$ cat src/pkg/pmsr_pkg.sv
// pmsr_pkg: constants and types for the power mode / supply monitor block
// assumes a 20 MHz aclk and an AXI4-Lite master with 32-bit data
package pmsr_pkg;

  localparam int ADDR_W = 12;
  localparam int DATA_W = 32;
  typedef logic [ADDR_W-1:0]   pmsr_addr_t;
  typedef logic [DATA_W-1:0]   pmsr_data_t;
  typedef logic [DATA_W/8-1:0] pmsr_strb_t;
  typedef logic [1:0]          pmsr_resp_t;

  // register indices; byte address is four times the index
  localparam logic [ADDR_W-1:0] IDX_MODE_CTRL   = 12'h087;
  localparam logic [ADDR_W-1:0] IDX_MON_CTRL    = 12'h0FF;
  localparam logic [ADDR_W-1:0] IDX_RST_SOURCE  = 12'h0EF;
  localparam logic [ADDR_W-1:0] IDX_BLOCK_STAT  = 12'h0F0;
  localparam logic [ADDR_W-1:0] ADDR_MODE_CTRL  = 12'h21C;
  localparam logic [ADDR_W-1:0] ADDR_MON_CTRL   = 12'h3FC;
  localparam logic [ADDR_W-1:0] ADDR_RST_SOURCE = 12'h3BC;
  localparam logic [ADDR_W-1:0] ADDR_BLOCK_STAT = 12'h3C0;

  // power_mode_control fields
  localparam int FLAGS_LSB = 2;
  localparam int FLAGS_W   = 6;
  localparam int STOP_BIT  = 1;
  localparam int IDLE_BIT  = 0;
  localparam logic [FLAGS_W-1:0] FLAGS_RESET = 6'h00;

  // supply_monitor_control fields
  localparam int MON_EN_BIT   = 7;
  localparam int SUPPLY_BIT   = 6;
  // reset_source_register field
  localparam int POR_FLAG_BIT = 1;
  // block status fields
  localparam int ST_CPU_CLK_BIT = 0;
  localparam int ST_OSC_BIT     = 1;
  localparam int ST_CPU_RST_BIT = 2;
  localparam int ST_STABLE_BIT  = 3;

  // monitor turn-on time
  localparam int MON_TURN_ON_NS = 100000;
  localparam int CLK_PERIOD_NS  = 50;
  localparam int MON_TURN_ON_CYC =
    (MON_TURN_ON_NS + CLK_PERIOD_NS - 1) / CLK_PERIOD_NS;
  localparam int STAB_W = 12;

  localparam pmsr_resp_t RESP_OKAY   = 2'h0;
  localparam pmsr_resp_t RESP_SLVERR = 2'h2;

  typedef enum logic [1:0] {
    MODE_RUN,
    MODE_IDLE,
    MODE_STOP
  } pmsr_mode_t;

endpackage : pmsr_pkg

$ cat src/rtl/pmsr_sync3.sv
// pmsr_sync3: three-stage synchroniser for a pin level
// assumes the input is asynchronous to aclk
`timescale 1ns/1ns
module pmsr_sync3 #(
  parameter logic RESET_VAL = 1'b0
) (
  input  wire logic aclk,
  input  wire logic aresetn,
  input  wire logic pin_in,
  output logic      level_q
);
  logic s1_q;
  logic s2_q;
  logic s3_q;

  always_ff @(posedge aclk) begin
    if (!aresetn) begin
      s1_q <= RESET_VAL;
      s2_q <= RESET_VAL;
      s3_q <= RESET_VAL;
    end else begin
      s1_q <= pin_in;
      s2_q <= s1_q;
      s3_q <= s2_q;
    end
  end

  // change accepted once stages two and three agree
  always_ff @(posedge aclk) begin
    if (!aresetn) begin
      level_q <= RESET_VAL;
    end else if (s2_q == s3_q) begin
      level_q <= s3_q;
    end
  end
endmodule : pmsr_sync3

$ cat src/rtl/pmsr_top.sv
// pmsr_top: power mode control and supply monitor reset, AXI4-Lite slave
// assumes aclk keeps running in stop mode; irq_pending from aclk logic;
// supply_above and power_on_n come from analog pins
//
// The AXI4-Lite interface to the registers was chosen for this implementation.
`timescale 1ns/1ns
module pmsr_top
  import pmsr_pkg::*;
#(
  parameter int TURN_ON_CYC = pmsr_pkg::MON_TURN_ON_CYC
) (
  input  wire logic                 aclk,
  input  wire logic                 aresetn,
  input  wire pmsr_pkg::pmsr_addr_t s_axi_awaddr,
  input  wire logic                 s_axi_awvalid,
  output logic                      s_axi_awready,
  input  wire pmsr_pkg::pmsr_data_t s_axi_wdata,
  input  wire pmsr_pkg::pmsr_strb_t s_axi_wstrb,
  input  wire logic                 s_axi_wvalid,
  output logic                      s_axi_wready,
  output pmsr_pkg::pmsr_resp_t      s_axi_bresp,
  output logic                      s_axi_bvalid,
  input  wire logic                 s_axi_bready,
  input  wire pmsr_pkg::pmsr_addr_t s_axi_araddr,
  input  wire logic                 s_axi_arvalid,
  output logic                      s_axi_arready,
  output pmsr_pkg::pmsr_data_t      s_axi_rdata,
  output pmsr_pkg::pmsr_resp_t      s_axi_rresp,
  output logic                      s_axi_rvalid,
  input  wire logic                 s_axi_rready,
  input  wire logic                 supply_above,
  input  wire logic                 power_on_n,
  input  wire logic                 irq_pending,
  output logic                      cpu_clk_en,
  output logic                      osc_run,
  output logic                      cpu_reset_n,
  output logic                      rst_pin_out,
  output logic                      rst_pin_oe
);
  import pmsr_pkg::*;

  logic                 supply_s;
  logic                 power_on_n_s;
  logic                 por_active;
  logic                 aw_hold_q;
  logic                 w_hold_q;
  pmsr_addr_t           aw_addr_q;
  pmsr_data_t           w_data_q;
  pmsr_strb_t           w_strb_q;
  logic                 wr_go;
  logic                 wr_lane0;
  logic                 wr_hit;
  logic                 rd_hit;
  pmsr_data_t           rd_data;
  logic [FLAGS_W-1:0]   flags_q;
  logic                 mon_en_q;
  logic                 src_sel_q;
  logic                 por_flag_q;
  logic [STAB_W-1:0]    stab_cnt_q;
  logic                 stable_q;
  logic                 trip;
  pmsr_mode_t           mode_q;
  logic                 mode_wr;

  pmsr_sync3 #(
    .RESET_VAL (1'b0)
  ) u_sync_supply (
    .aclk    (aclk),
    .aresetn (aresetn),
    .pin_in  (supply_above),
    .level_q (supply_s)
  );

  pmsr_sync3 #(
    .RESET_VAL (1'b1)
  ) u_sync_por (
    .aclk    (aclk),
    .aresetn (aresetn),
    .pin_in  (power_on_n),
    .level_q (power_on_n_s)
  );

  assign por_active = !power_on_n_s;

  // ---- write channel: address and data taken in either order
  assign wr_go    = aw_hold_q && w_hold_q && !s_axi_bvalid;
  assign wr_lane0 = wr_go && w_strb_q[0];

  always_ff @(posedge aclk) begin
    if (!aresetn) begin
      s_axi_awready <= 1'b0;
      aw_hold_q     <= 1'b0;
      aw_addr_q     <= '0;
    end else if (s_axi_awvalid && s_axi_awready) begin
      s_axi_awready <= 1'b0;
      aw_hold_q     <= 1'b1;
      aw_addr_q     <= s_axi_awaddr;
    end else if (wr_go) begin
      aw_hold_q     <= 1'b0;
    end else if (!aw_hold_q && !s_axi_bvalid) begin
      s_axi_awready <= 1'b1;
    end
  end

  always_ff @(posedge aclk) begin
    if (!aresetn) begin
      s_axi_wready <= 1'b0;
      w_hold_q     <= 1'b0;
      w_data_q     <= '0;
      w_strb_q     <= '0;
    end else if (s_axi_wvalid && s_axi_wready) begin
      s_axi_wready <= 1'b0;
      w_hold_q     <= 1'b1;
      w_data_q     <= s_axi_wdata;
      w_strb_q     <= s_axi_wstrb;
    end else if (wr_go) begin
      w_hold_q     <= 1'b0;
    end else if (!w_hold_q && !s_axi_bvalid) begin
      s_axi_wready <= 1'b1;
    end
  end

  always_comb begin
    case (aw_addr_q)
      ADDR_MODE_CTRL,
      ADDR_MON_CTRL,
      ADDR_RST_SOURCE,
      ADDR_BLOCK_STAT: wr_hit = 1'b1;
      default:         wr_hit = 1'b0;
    endcase
  end

  always_ff @(posedge aclk) begin
    if (!aresetn) begin
      s_axi_bvalid <= 1'b0;
      s_axi_bresp  <= RESP_OKAY;
    end else if (wr_go) begin
      s_axi_bvalid <= 1'b1;
      s_axi_bresp  <= wr_hit ? RESP_OKAY : RESP_SLVERR;
    end else if (s_axi_bready) begin
      s_axi_bvalid <= 1'b0;
    end
  end

  // ---- read channel
  always_comb begin
    rd_data = '0;
    rd_hit  = 1'b1;
    case (s_axi_araddr)
      ADDR_MODE_CTRL:  rd_data[FLAGS_LSB +: FLAGS_W] = flags_q;
      ADDR_MON_CTRL: begin
        rd_data[MON_EN_BIT] = mon_en_q;
        rd_data[SUPPLY_BIT] = supply_s;
      end
      ADDR_RST_SOURCE: rd_data[POR_FLAG_BIT] = por_flag_q;
      ADDR_BLOCK_STAT: begin
        rd_data[ST_CPU_CLK_BIT] = cpu_clk_en;
        rd_data[ST_OSC_BIT]     = osc_run;
        rd_data[ST_CPU_RST_BIT] = !cpu_reset_n;
        rd_data[ST_STABLE_BIT]  = stable_q;
      end
      default:         rd_hit = 1'b0;
    endcase
  end

  always_ff @(posedge aclk) begin
    if (!aresetn) begin
      s_axi_arready <= 1'b0;
    end else if (s_axi_arvalid && s_axi_arready) begin
      s_axi_arready <= 1'b0;
    end else if (!s_axi_rvalid) begin
      s_axi_arready <= 1'b1;
    end
  end

  always_ff @(posedge aclk) begin
    if (!aresetn) begin
      s_axi_rvalid <= 1'b0;
      s_axi_rdata  <= '0;
      s_axi_rresp  <= RESP_OKAY;
    end else if (s_axi_arvalid && s_axi_arready) begin
      s_axi_rvalid <= 1'b1;
      s_axi_rdata  <= rd_data;
      s_axi_rresp  <= rd_hit ? RESP_OKAY : RESP_SLVERR;
    end else if (s_axi_rready) begin
      s_axi_rvalid <= 1'b0;
    end
  end

  // ---- power_mode_control storage
  // flags stored only
  always_ff @(posedge aclk) begin
    if (!aresetn) begin
      flags_q <= FLAGS_RESET;
    end else if (wr_lane0 && aw_addr_q == ADDR_MODE_CTRL) begin
      flags_q <= w_data_q[FLAGS_LSB +: FLAGS_W];
    end
  end

  // ---- supply monitor enable, kept across system resets
  // power-on sets it, a write sets or clears it; aresetn leaves it
  always_ff @(posedge aclk) begin
    if (por_active) begin
      mon_en_q <= 1'b1;
    end else if (wr_lane0 && aw_addr_q == ADDR_MON_CTRL) begin
      mon_en_q <= w_data_q[MON_EN_BIT];
    end
  end

  // turn-on time after enable
  always_ff @(posedge aclk) begin
    if (!aresetn || !mon_en_q) begin
      stab_cnt_q <= '0;
      stable_q   <= 1'b0;
    end else if (stab_cnt_q == STAB_W'(TURN_ON_CYC - 1)) begin
      stable_q   <= 1'b1;
    end else begin
      stab_cnt_q <= stab_cnt_q + STAB_W'(1);
    end
  end

  // monitor chosen as reset source; software orders this
  always_ff @(posedge aclk) begin
    if (!aresetn || por_active) begin
      src_sel_q <= 1'b0;
    end else if (wr_lane0 && aw_addr_q == ADDR_RST_SOURCE) begin
      src_sel_q <= w_data_q[POR_FLAG_BIT];
    end
  end

  // only when selected; unstable monitor trips
  assign trip = src_sel_q && (!mon_en_q || !stable_q || !supply_s);

  always_ff @(posedge aclk) begin
    if (por_active || trip) begin
      por_flag_q <= 1'b1;
    end else if (wr_lane0 && aw_addr_q == ADDR_RST_SOURCE &&
                 !w_data_q[POR_FLAG_BIT]) begin
      por_flag_q <= 1'b0;
    end
  end

  // ---- reset drive
  // follow trip one aclk cycle later (registered)
  always_ff @(posedge aclk) begin
    if (!aresetn) begin
      cpu_reset_n <= 1'b0;
      rst_pin_oe  <= 1'b0;
    end else begin
      cpu_reset_n <= !(trip || por_active);
      rst_pin_oe  <= trip;
    end
  end

  // open-drain pin only ever pulls low
  always_ff @(posedge aclk) begin
    rst_pin_out <= 1'b0;
  end

  // ---- idle and stop modes
  assign mode_wr = wr_lane0 && aw_addr_q == ADDR_MODE_CTRL;

  always_ff @(posedge aclk) begin
    if (!aresetn || por_active || trip) begin
      mode_q <= MODE_RUN;
    end else begin
      case (mode_q)
        MODE_RUN: begin
          if (mode_wr && w_data_q[STOP_BIT]) begin
            mode_q <= MODE_STOP;
          end else if (mode_wr && w_data_q[IDLE_BIT]) begin
            mode_q <= MODE_IDLE;
          end
        end
        MODE_IDLE: begin
          if (irq_pending) begin
            mode_q <= MODE_RUN;
          end
        end
        MODE_STOP: mode_q <= MODE_STOP;
        default:   mode_q <= MODE_RUN;
      endcase
    end
  end

  always_ff @(posedge aclk) begin
    if (!aresetn) begin
      cpu_clk_en <= 1'b1;
      osc_run    <= 1'b1;
    end else begin
      cpu_clk_en <= (mode_q == MODE_RUN);
      osc_run    <= (mode_q != MODE_STOP);
    end
  end

endmodule : pmsr_top

$ cat config.mk
export PLATFORM = sky130hd
export DESIGN_NAME = pmsr_top
export DESIGN_NICKNAME = d
export VERILOG_FILES = /design/src/pkg/pmsr_pkg.sv /design/src/rtl/pmsr_sync3.sv /design/src/rtl/pmsr_top.sv
export SDC_FILE = /design/constraint.sdc
export NUM_CORES = 1
export LEC_CHECK = 0
export ABC_AREA = 1
export BUFFER_PORTS_ARGS = -buffer_cell sky130_fd_sc_hd__buf_2
export CAP_MARGIN = 20
export CORE_MARGIN = 1.5
export CORE_UTILIZATION = 45
export DETAILED_ROUTE_END_ITERATION = 7
export PLACE_DENSITY = 0.76
export RECOVER_POWER = 100
export SLEW_MARGIN = 20
export SYNTH_ARGS = -nofsm -noshare
export SYNTH_HDL_FRONTEND = slang
export SYNTH_SLANG_ARGS = --single-unit
$ cat constraint.sdc
create_clock -name aclk -period 1.3 [get_ports aclk]
set_input_delay 0.13 -clock aclk [delete_from_list [all_inputs] [get_ports aclk]]
set_output_delay 0.13 -clock aclk [all_outputs]
set_load 0.005 [all_outputs]
==> results.md, run 1 <==
- Fin. max-slew vios: 0
- Post-synth EDFFs: 0
- Die Y: 88.22 um
- Final Hold Slack: 0.03053 ns
- Max-cap violations: 0
- Failing checks: setup timing
- Max Freq: 757.8 MHz
- DRT Pass-1 Iters: 4
- Antenna cells: 0
- P_leak: 0.001767 uW
- Starting Density: 47.32%
- Crit path max-delay cell type: dfxtp_2
- Fin crit share: 101.5%
- Initial antenna violation count: 1
- Final min period: 1.320 ns
- Routability congestion estimate from global placement: 0.7920
- Starting DRT DRC Count: 123
- Routed length per instance: 11.14 um
- Overall Global Routing Usage: 18.05%
- Path category of the worst min-delay check: input pin to flip-flop
- Crit path max fanout: 4
- Worst skew pair latency: 0.34 ns
- Design Area, Final: 4035 sq um
- Critical path type: flip-flop to flip-flop
- H-tree levels: 3
- Top cell type's share of synthesized area: 45.33%
- Met3 usage: 6.343%
- IO Port Bufs: 61
- Leading area contributor after synthesis: dfxtp_1
- Worst path required time: 1.54 ns
- First-pass GRT wire length: 11,000 um
- Synthesized instance count: 438
- Die W: 88.22 um
- Area grow syn2layout: 23.47%
- Final WS setup: -0.01969 ns
- Sequential share of the synthesized area: 45.33%
- Largest net degree at the start of global routing: 28
- Status: finished, violations left
- Final ANT Viol Nets: 0
- Max incr delay on CP: 0.36 ns
- Clock Root Buffer: clkbuf_8
- Met2 Usage GRT: 30.26%
- Ys flop type: dfxtp_1
- Vias per cell: 4.684
- CTS tree: done
- Clock-pin slew on the worst setup and hold paths: 0.07 ns
- Worst Path Arrival: 1.56 ns
- Nets: 596
- Netlist cell types: 37
- Crit path buffers/inverters: 0
- Vias in the first global route: 2,607
- Placed cell area: 3640 sq um
- Critical-path cell list: ha_4 > nand3_4 > nor4_4 > nand2_2 > o21ai_2 > nor2_1
- Routing layer with the top usage in global route: met2
- CTS Buf Count: 9
- Share of cells above drive strength 1: 25.66%
- Total gr overflow: 0
- Final Power: 4520 uW
- Met1 capacity usage during global routing: 21.45%
- Synthesized area: 3268 sq um
- Final Hold Viols: 0
- Final WL: 6972 um
- Ys Warns: 0
- Clock Skews: 0.006052 ns
- Std-Cell Core Area: 6907 sq um
- Syn Area/Cell: 7.461 sq um
- Crit. End Element: flip-flop
- Final setup vio count: 1
- DP Wirelength: 4907 um
- Worst setup SP type: flip-flop
- Async SR Flop Fraction: 0%
- Drt drc: 0
- Yosys reg bits: 74
- DR vias: 2,932
- Unrepaired setup endpoints after global routing: true
- CP delay by family, top: simple AND/OR/NAND/NOR gates
- TritonCTS Sinks: 74
- Area contributors post-synth: dfxtp_1, nor2_1, nand2_1, buf_4, o21ai_0
- FP Rows: 30
- Io pins: 116
- Die ar.: 7783 sq um
- CTS max path bufs: 2
- Power Density: 1120 nW/um^2
- Worst vdd ir: 627.7 uV
-- per-stage QoR --
step | setup TNS, ns | instances | worst slack, ns | util (%)
final | -0.01969 | 626 | -0.01969 | 58.42
after detailed placement | -0.05782 | 597 | -0.04533 | 52.70
after floorplan | 0 | 464 | 0.02579 | -
after global routing | -0.5199 | 626 | -0.09907 | 58.42
after global placement | 0 | 597 | 0.05835 | 52.70
after CTS | -0.01079 | 615 | -0.01079 | 55.80
-- path summary, 6_finish.rpt --
kind	from	end	slack, ns	depth (start not counted)
setup / recovery	stab_cnt_q[1]	stab_cnt_q[1]	-0.02	6
hold / removal	s_axi_rready	s_axi_rvalid	0.03	4
setup reg to reg	stab_cnt_q[1]	stab_cnt_q[1]	-0.02	6
hold reg to reg	u_sync_por.s1_q	u_sync_por.s2_q	0.42	1
-- logic make-up (layout without fill, tap and decap cells) --
kind of cell / after synthesis / count (layout) / synth area share [%]
and+or+nand+nor: 200 / 201 / 28.37
buffers and inverters: 84 / 149 / 12.94
AOI/OAI and AO/OA: 74 / 74 / 11.79
DFF: 74 / 74 / 45.33
xor gates and xnor gates: 4 / 4 / 1.072
adders and majority gates: 1 / 1 / 0.3828
other: 1 / 27 / 0.1147
-- flip-flops by register name, indices dropped and copies added, names as in the netlist, 2 cells and up --
register,flops
w_data_q,8
aw_addr_q,12
s_axi_rdata,8
stab_cnt_q,12
flags_q,6
mode_q,2
-- layer usage --
layer / wire length, um / up-vias
met5: 0 / -
met2: 3332 / 97
met4: 77 / 0
li1: - / 1529
met1: 3143 / 1297
met3: 418 / 9
-- power breakdown --
part | switching, uW | leakage, uW | total [uW] | internal [uW]
combinational | 258 | 0.00106 | 450 | 192
clock | 779 | 0.0000965 | 1620 | 845
sequential | 74.4 | 0.000609 | 2450 | 2370
-- area by class of cell --
class | count | area [sq um]
fill | 673 | 2872
multi-input combinational | 307 | 1579
sequential | 74 | 1498
timing repair buffer | 85 | 470.5
inverter | 48 | 185.2
clock buffer | 14 | 172.7
tap | 96 | 120.1
clock inverter | 2 | 10.01
-- cells in the mapped netlist (2+ instances only) --
master,count
clkinv_1,2
nor2_4,3
or2_0,2
clkbuf_1,5
nand3_4,2
nand3_1,23
nand3_2,3
nor3_2,2
nand2_1,60
nor3_1,5
nand4_1,8
buf_2,4
buf_4,27
a21oi_1,29
or2_2,3
nor2_2,2
xnor2_1,2
inv_1,44
xor2_1,2
nor2_1,81
o21ai_0,40
dfxtp_1,74
-- repair_timing --
item                                    CTS  global route
setup buffers                             0            10
endpoints found under the setup margin    3            16
hold buffers                              2             0
hold endpoints to repair                  2             0
gates cloned                              0             1
resized for setup                         6            45
pin swaps                                 2            20
-- worst min-delay path: cells and delay by family --
family,cells,cell delay [ns]
compound gates,1,0.05
buf+inv,2,0.10
simple gates,1,0.04
-- layout by cell type (no fill, tap or decap), drive strengths merged, types with 7 or more instances in the layout --
cell type,n
buf,68
conb,27
dfxtp,74
nand2,61
nand3,29
o21ai,40
clkbuf,29
nor3,7
inv,46
nor2,86
nand4,9
a21oi,29
Power figures use the tool's default switching activity.
==> inputs of run 2 (changes only) <==
==> constraint.sdc (replaced) <==
create_clock -name aclk -period 1.3 [get_ports aclk]
set_input_delay 0.195 -clock aclk [delete_from_list [all_inputs] [get_ports aclk]]
set_output_delay 0.195 -clock aclk [all_outputs]
set_load 0.005 [all_outputs]
==> run 2 against run 1 <==
The flow now finishes without violations. Clock-buffer cell count fell by 3. Sequential share of layout area rose by 0.72 points. Global-route usage fell by 0.51 points. Sequential power barely moved. Setup slack improved by 0.047 ns. Clock power rose by 9.9%. Critical path type unchanged.
==> results.md, run 2 (same netlist as run 1, synthesis figures left out) <==
- Fin. max-slew vios: 0 (unchanged)
- Clock-pin slew on the worst setup and hold paths: 0.08 ns (about the same)
- Max Freq: 785.9 MHz (+3.7%)
- Clock Skews: 0.009098 ns (+0.003047 ns)
- Largest regs: aw_addr_q: 12 flops, stab_cnt_q: 12 flops
- Most frequent cells in the layout: nor2_1, dfxtp_1, nand2_1
- Least-Margin Pin Slew: 0.5099 ns
- Unrepaired setup endpoints after global routing: true
- Vias in the first global route: 2,549 (-2.2%)
- DP Wirelength: 4909 um (about the same)
- Final core occ: 57.07% (-1.4 points)
- Max-cap violations: 0 (unchanged)
- Worst Path Arrival: 1.55 ns (about the same)
- Layout Cells excl Fill: 619 (-1.1%)
- Std-Cell Core Area: 6907 sq um (unchanged)
- Die ar.: 7783 sq um (unchanged)
- Area of the multi-input gates: 1540 sq um (-2.5%)
- Placed Cells incl. Taps: 597 (unchanged)
- Power Density: 1182 nW/um^2 (+5.5%)
- Most frequent CP cell: nor2_1
- Max incr delay on CP: 0.36 ns (about the same)
- Crit. End Element: flip-flop
- Nets: 588 (-1.3%)
- CTS Buf Count: 9 (unchanged)
- Largest net degree at the start of global routing: 29 (+3.6%)
- Drt drc: 0 (unchanged)
- Starting Density: 47.32% (unchanged)
- Final WL: 6675 um (-4.3%)
- Worst vdd ir: 958.0 uV (+53%)
- Critical path type: flip-flop to flip-flop
- Crit path max-delay cell type: dfxtp_2
- Sequential cell area: 1491 sq um (-0.42%)
- Die W: 88.22 um (unchanged)
- Worst setup SP type: flip-flop
- Share of cells above drive strength 1: 23.18% (-2.5 points)
- Die Y: 88.22 um (unchanged)
- Vias per cell: 4.677 (-0.15%)
- Commonest non-fill, non-tap cell in the layout: nor2_1
- Routed length per instance: 10.78 um (-3.2%)
- Final Hold Viols: 0 (unchanged)
- Overall Global Routing Usage: 17.53% (-0.51 points)
- DR vias: 2,895 (-1.3%)
- Final WS setup: 0.02754 ns (+0.04723 ns)
- Worst path required time: 1.57 ns (+0.03 ns)
- Final setup vio count: 0 (-1)
- H-tree levels: 3 (unchanged)
- TritonCTS Sinks: 74 (unchanged)
- Final ANT Viol Nets: 0 (unchanged)
- Final min period: 1.272 ns (-0.04723 ns)
- Final Hold Slack: 0.04554 ns (+0.01501 ns)
- IO Port Bufs: 61 (unchanged)
- Fin Setup TNS: 0 ns (+0.01969 ns)
- Worst skew pair latency: 0.34 ns (about the same)
- Critical R2R Launch: stab_cnt_q[1]
- Area grow syn2layout: 20.60%
- DRT Pass-1 Iters: 4 (unchanged)
- P_leak: 0.001717 uW (-2.8%)
- Hold path startpoint: power_on_n
- Routability congestion estimate from global placement: 0.7927 (about the same)
- Total gr overflow: 0 (unchanged)
- Critical-path cell list: ha_4 > nand3_4 > nor4_1 > nand2_1 > inv_1 > nor2_1 > nor2_1
- Setup Slack @ Placement: -0.02421 ns (+0.02113 ns)
- Crit path max fanout: 4 (unchanged)
- Path category of the worst min-delay check: input pin to flip-flop
- Setup crit start: stab_cnt_q[1]
- First-pass GRT wire length: 10,620 um (-3.4%)
- Io pins: 116 (unchanged)
- Initial antenna violation count: 1 (unchanged)
- Fillers: 680 (+1.0%)
- Status: finished clean
- Starting DRT DRC Count: 110 (-11%)
- CTS tree: done
- FP Rows: 30 (unchanged)
- Clock Root Buffer: clkbuf_8
- Fin crit share: 97.88% (-3.6 points)
- CTS max path bufs: 2 (unchanged)
- Slew HR: 66.01%
-- run 2: changes by cell type in the layout (fill, tap and decap cells not counted), sizes merged --
cell	change
clkinvlp	+1
buf	-6
clkbuf	-3
clkinv	+1
diode	+1
dlygate4sd3	-2
bufinv	+1
-- run 2: critical path: cells and delay by family (launching register included) --
kind / cells / cell delay, ns
fa+ha+maj: 1 / 0.16
buf+inv: 1 / 0.10
flops: 1 / 0.36
simple gates: 5 / 0.59
-- run 2: worst paths after layout --
path	endpoint	slack [ns]	cells past startpoint
min	u_sync_por.s1_q	0.05	2
max	stab_cnt_q[1]	0.03	7
min reg2reg	u_sync_supply.s2_q	0.41	2
max reg2reg	stab_cnt_q[1]	0.03	7
-- run 2: final cells by class --
class,count,share of cell area (%)
multi-input cells,307,39.08
flip-flops and latches,74,37.84
repair buffers,77,10.10
inverters,48,4.698
clock buffers,11,3.841
well taps,96,3.048
clock inverters,5,1.333
diodes,1,0.06349
-- run 2: layer usage --
layer	routed length, um	vias to the layer above	global-route usage (%)
met5	0	-	0
met1	2986	1290	19.81
li1	-	1509	-
met3	482	4	6.903
met2	3168	92	30.33
met4	38	0	5.824
-- run 2: stage by stage --
step                total power, uW  instance area [sq um]
floorplan                      2783                   3366
detailed placement             2906                   3640
CTS                            4697                   3846
global placement               2888                   3640
finish                         4659                   3941
global route                   4871                   3939
-- run 2: power by group --
group	total, uW	internal, uW	switching (uW)	leakage, uW
Combinational	432	176	255	0.00100
Clock	1780	981	804	0.000105
Sequential	2440	2370	71.2	0.000608
Total	4660	3530	1130	0.00172
-- run 2: timing repair --
item,CTS,global route
gates cloned,0,1
gates resized for setup,4,32
pin swaps,1,15
endpoints found under the setup margin,3,17
hold buffers,0,0
setup buffers,0,4
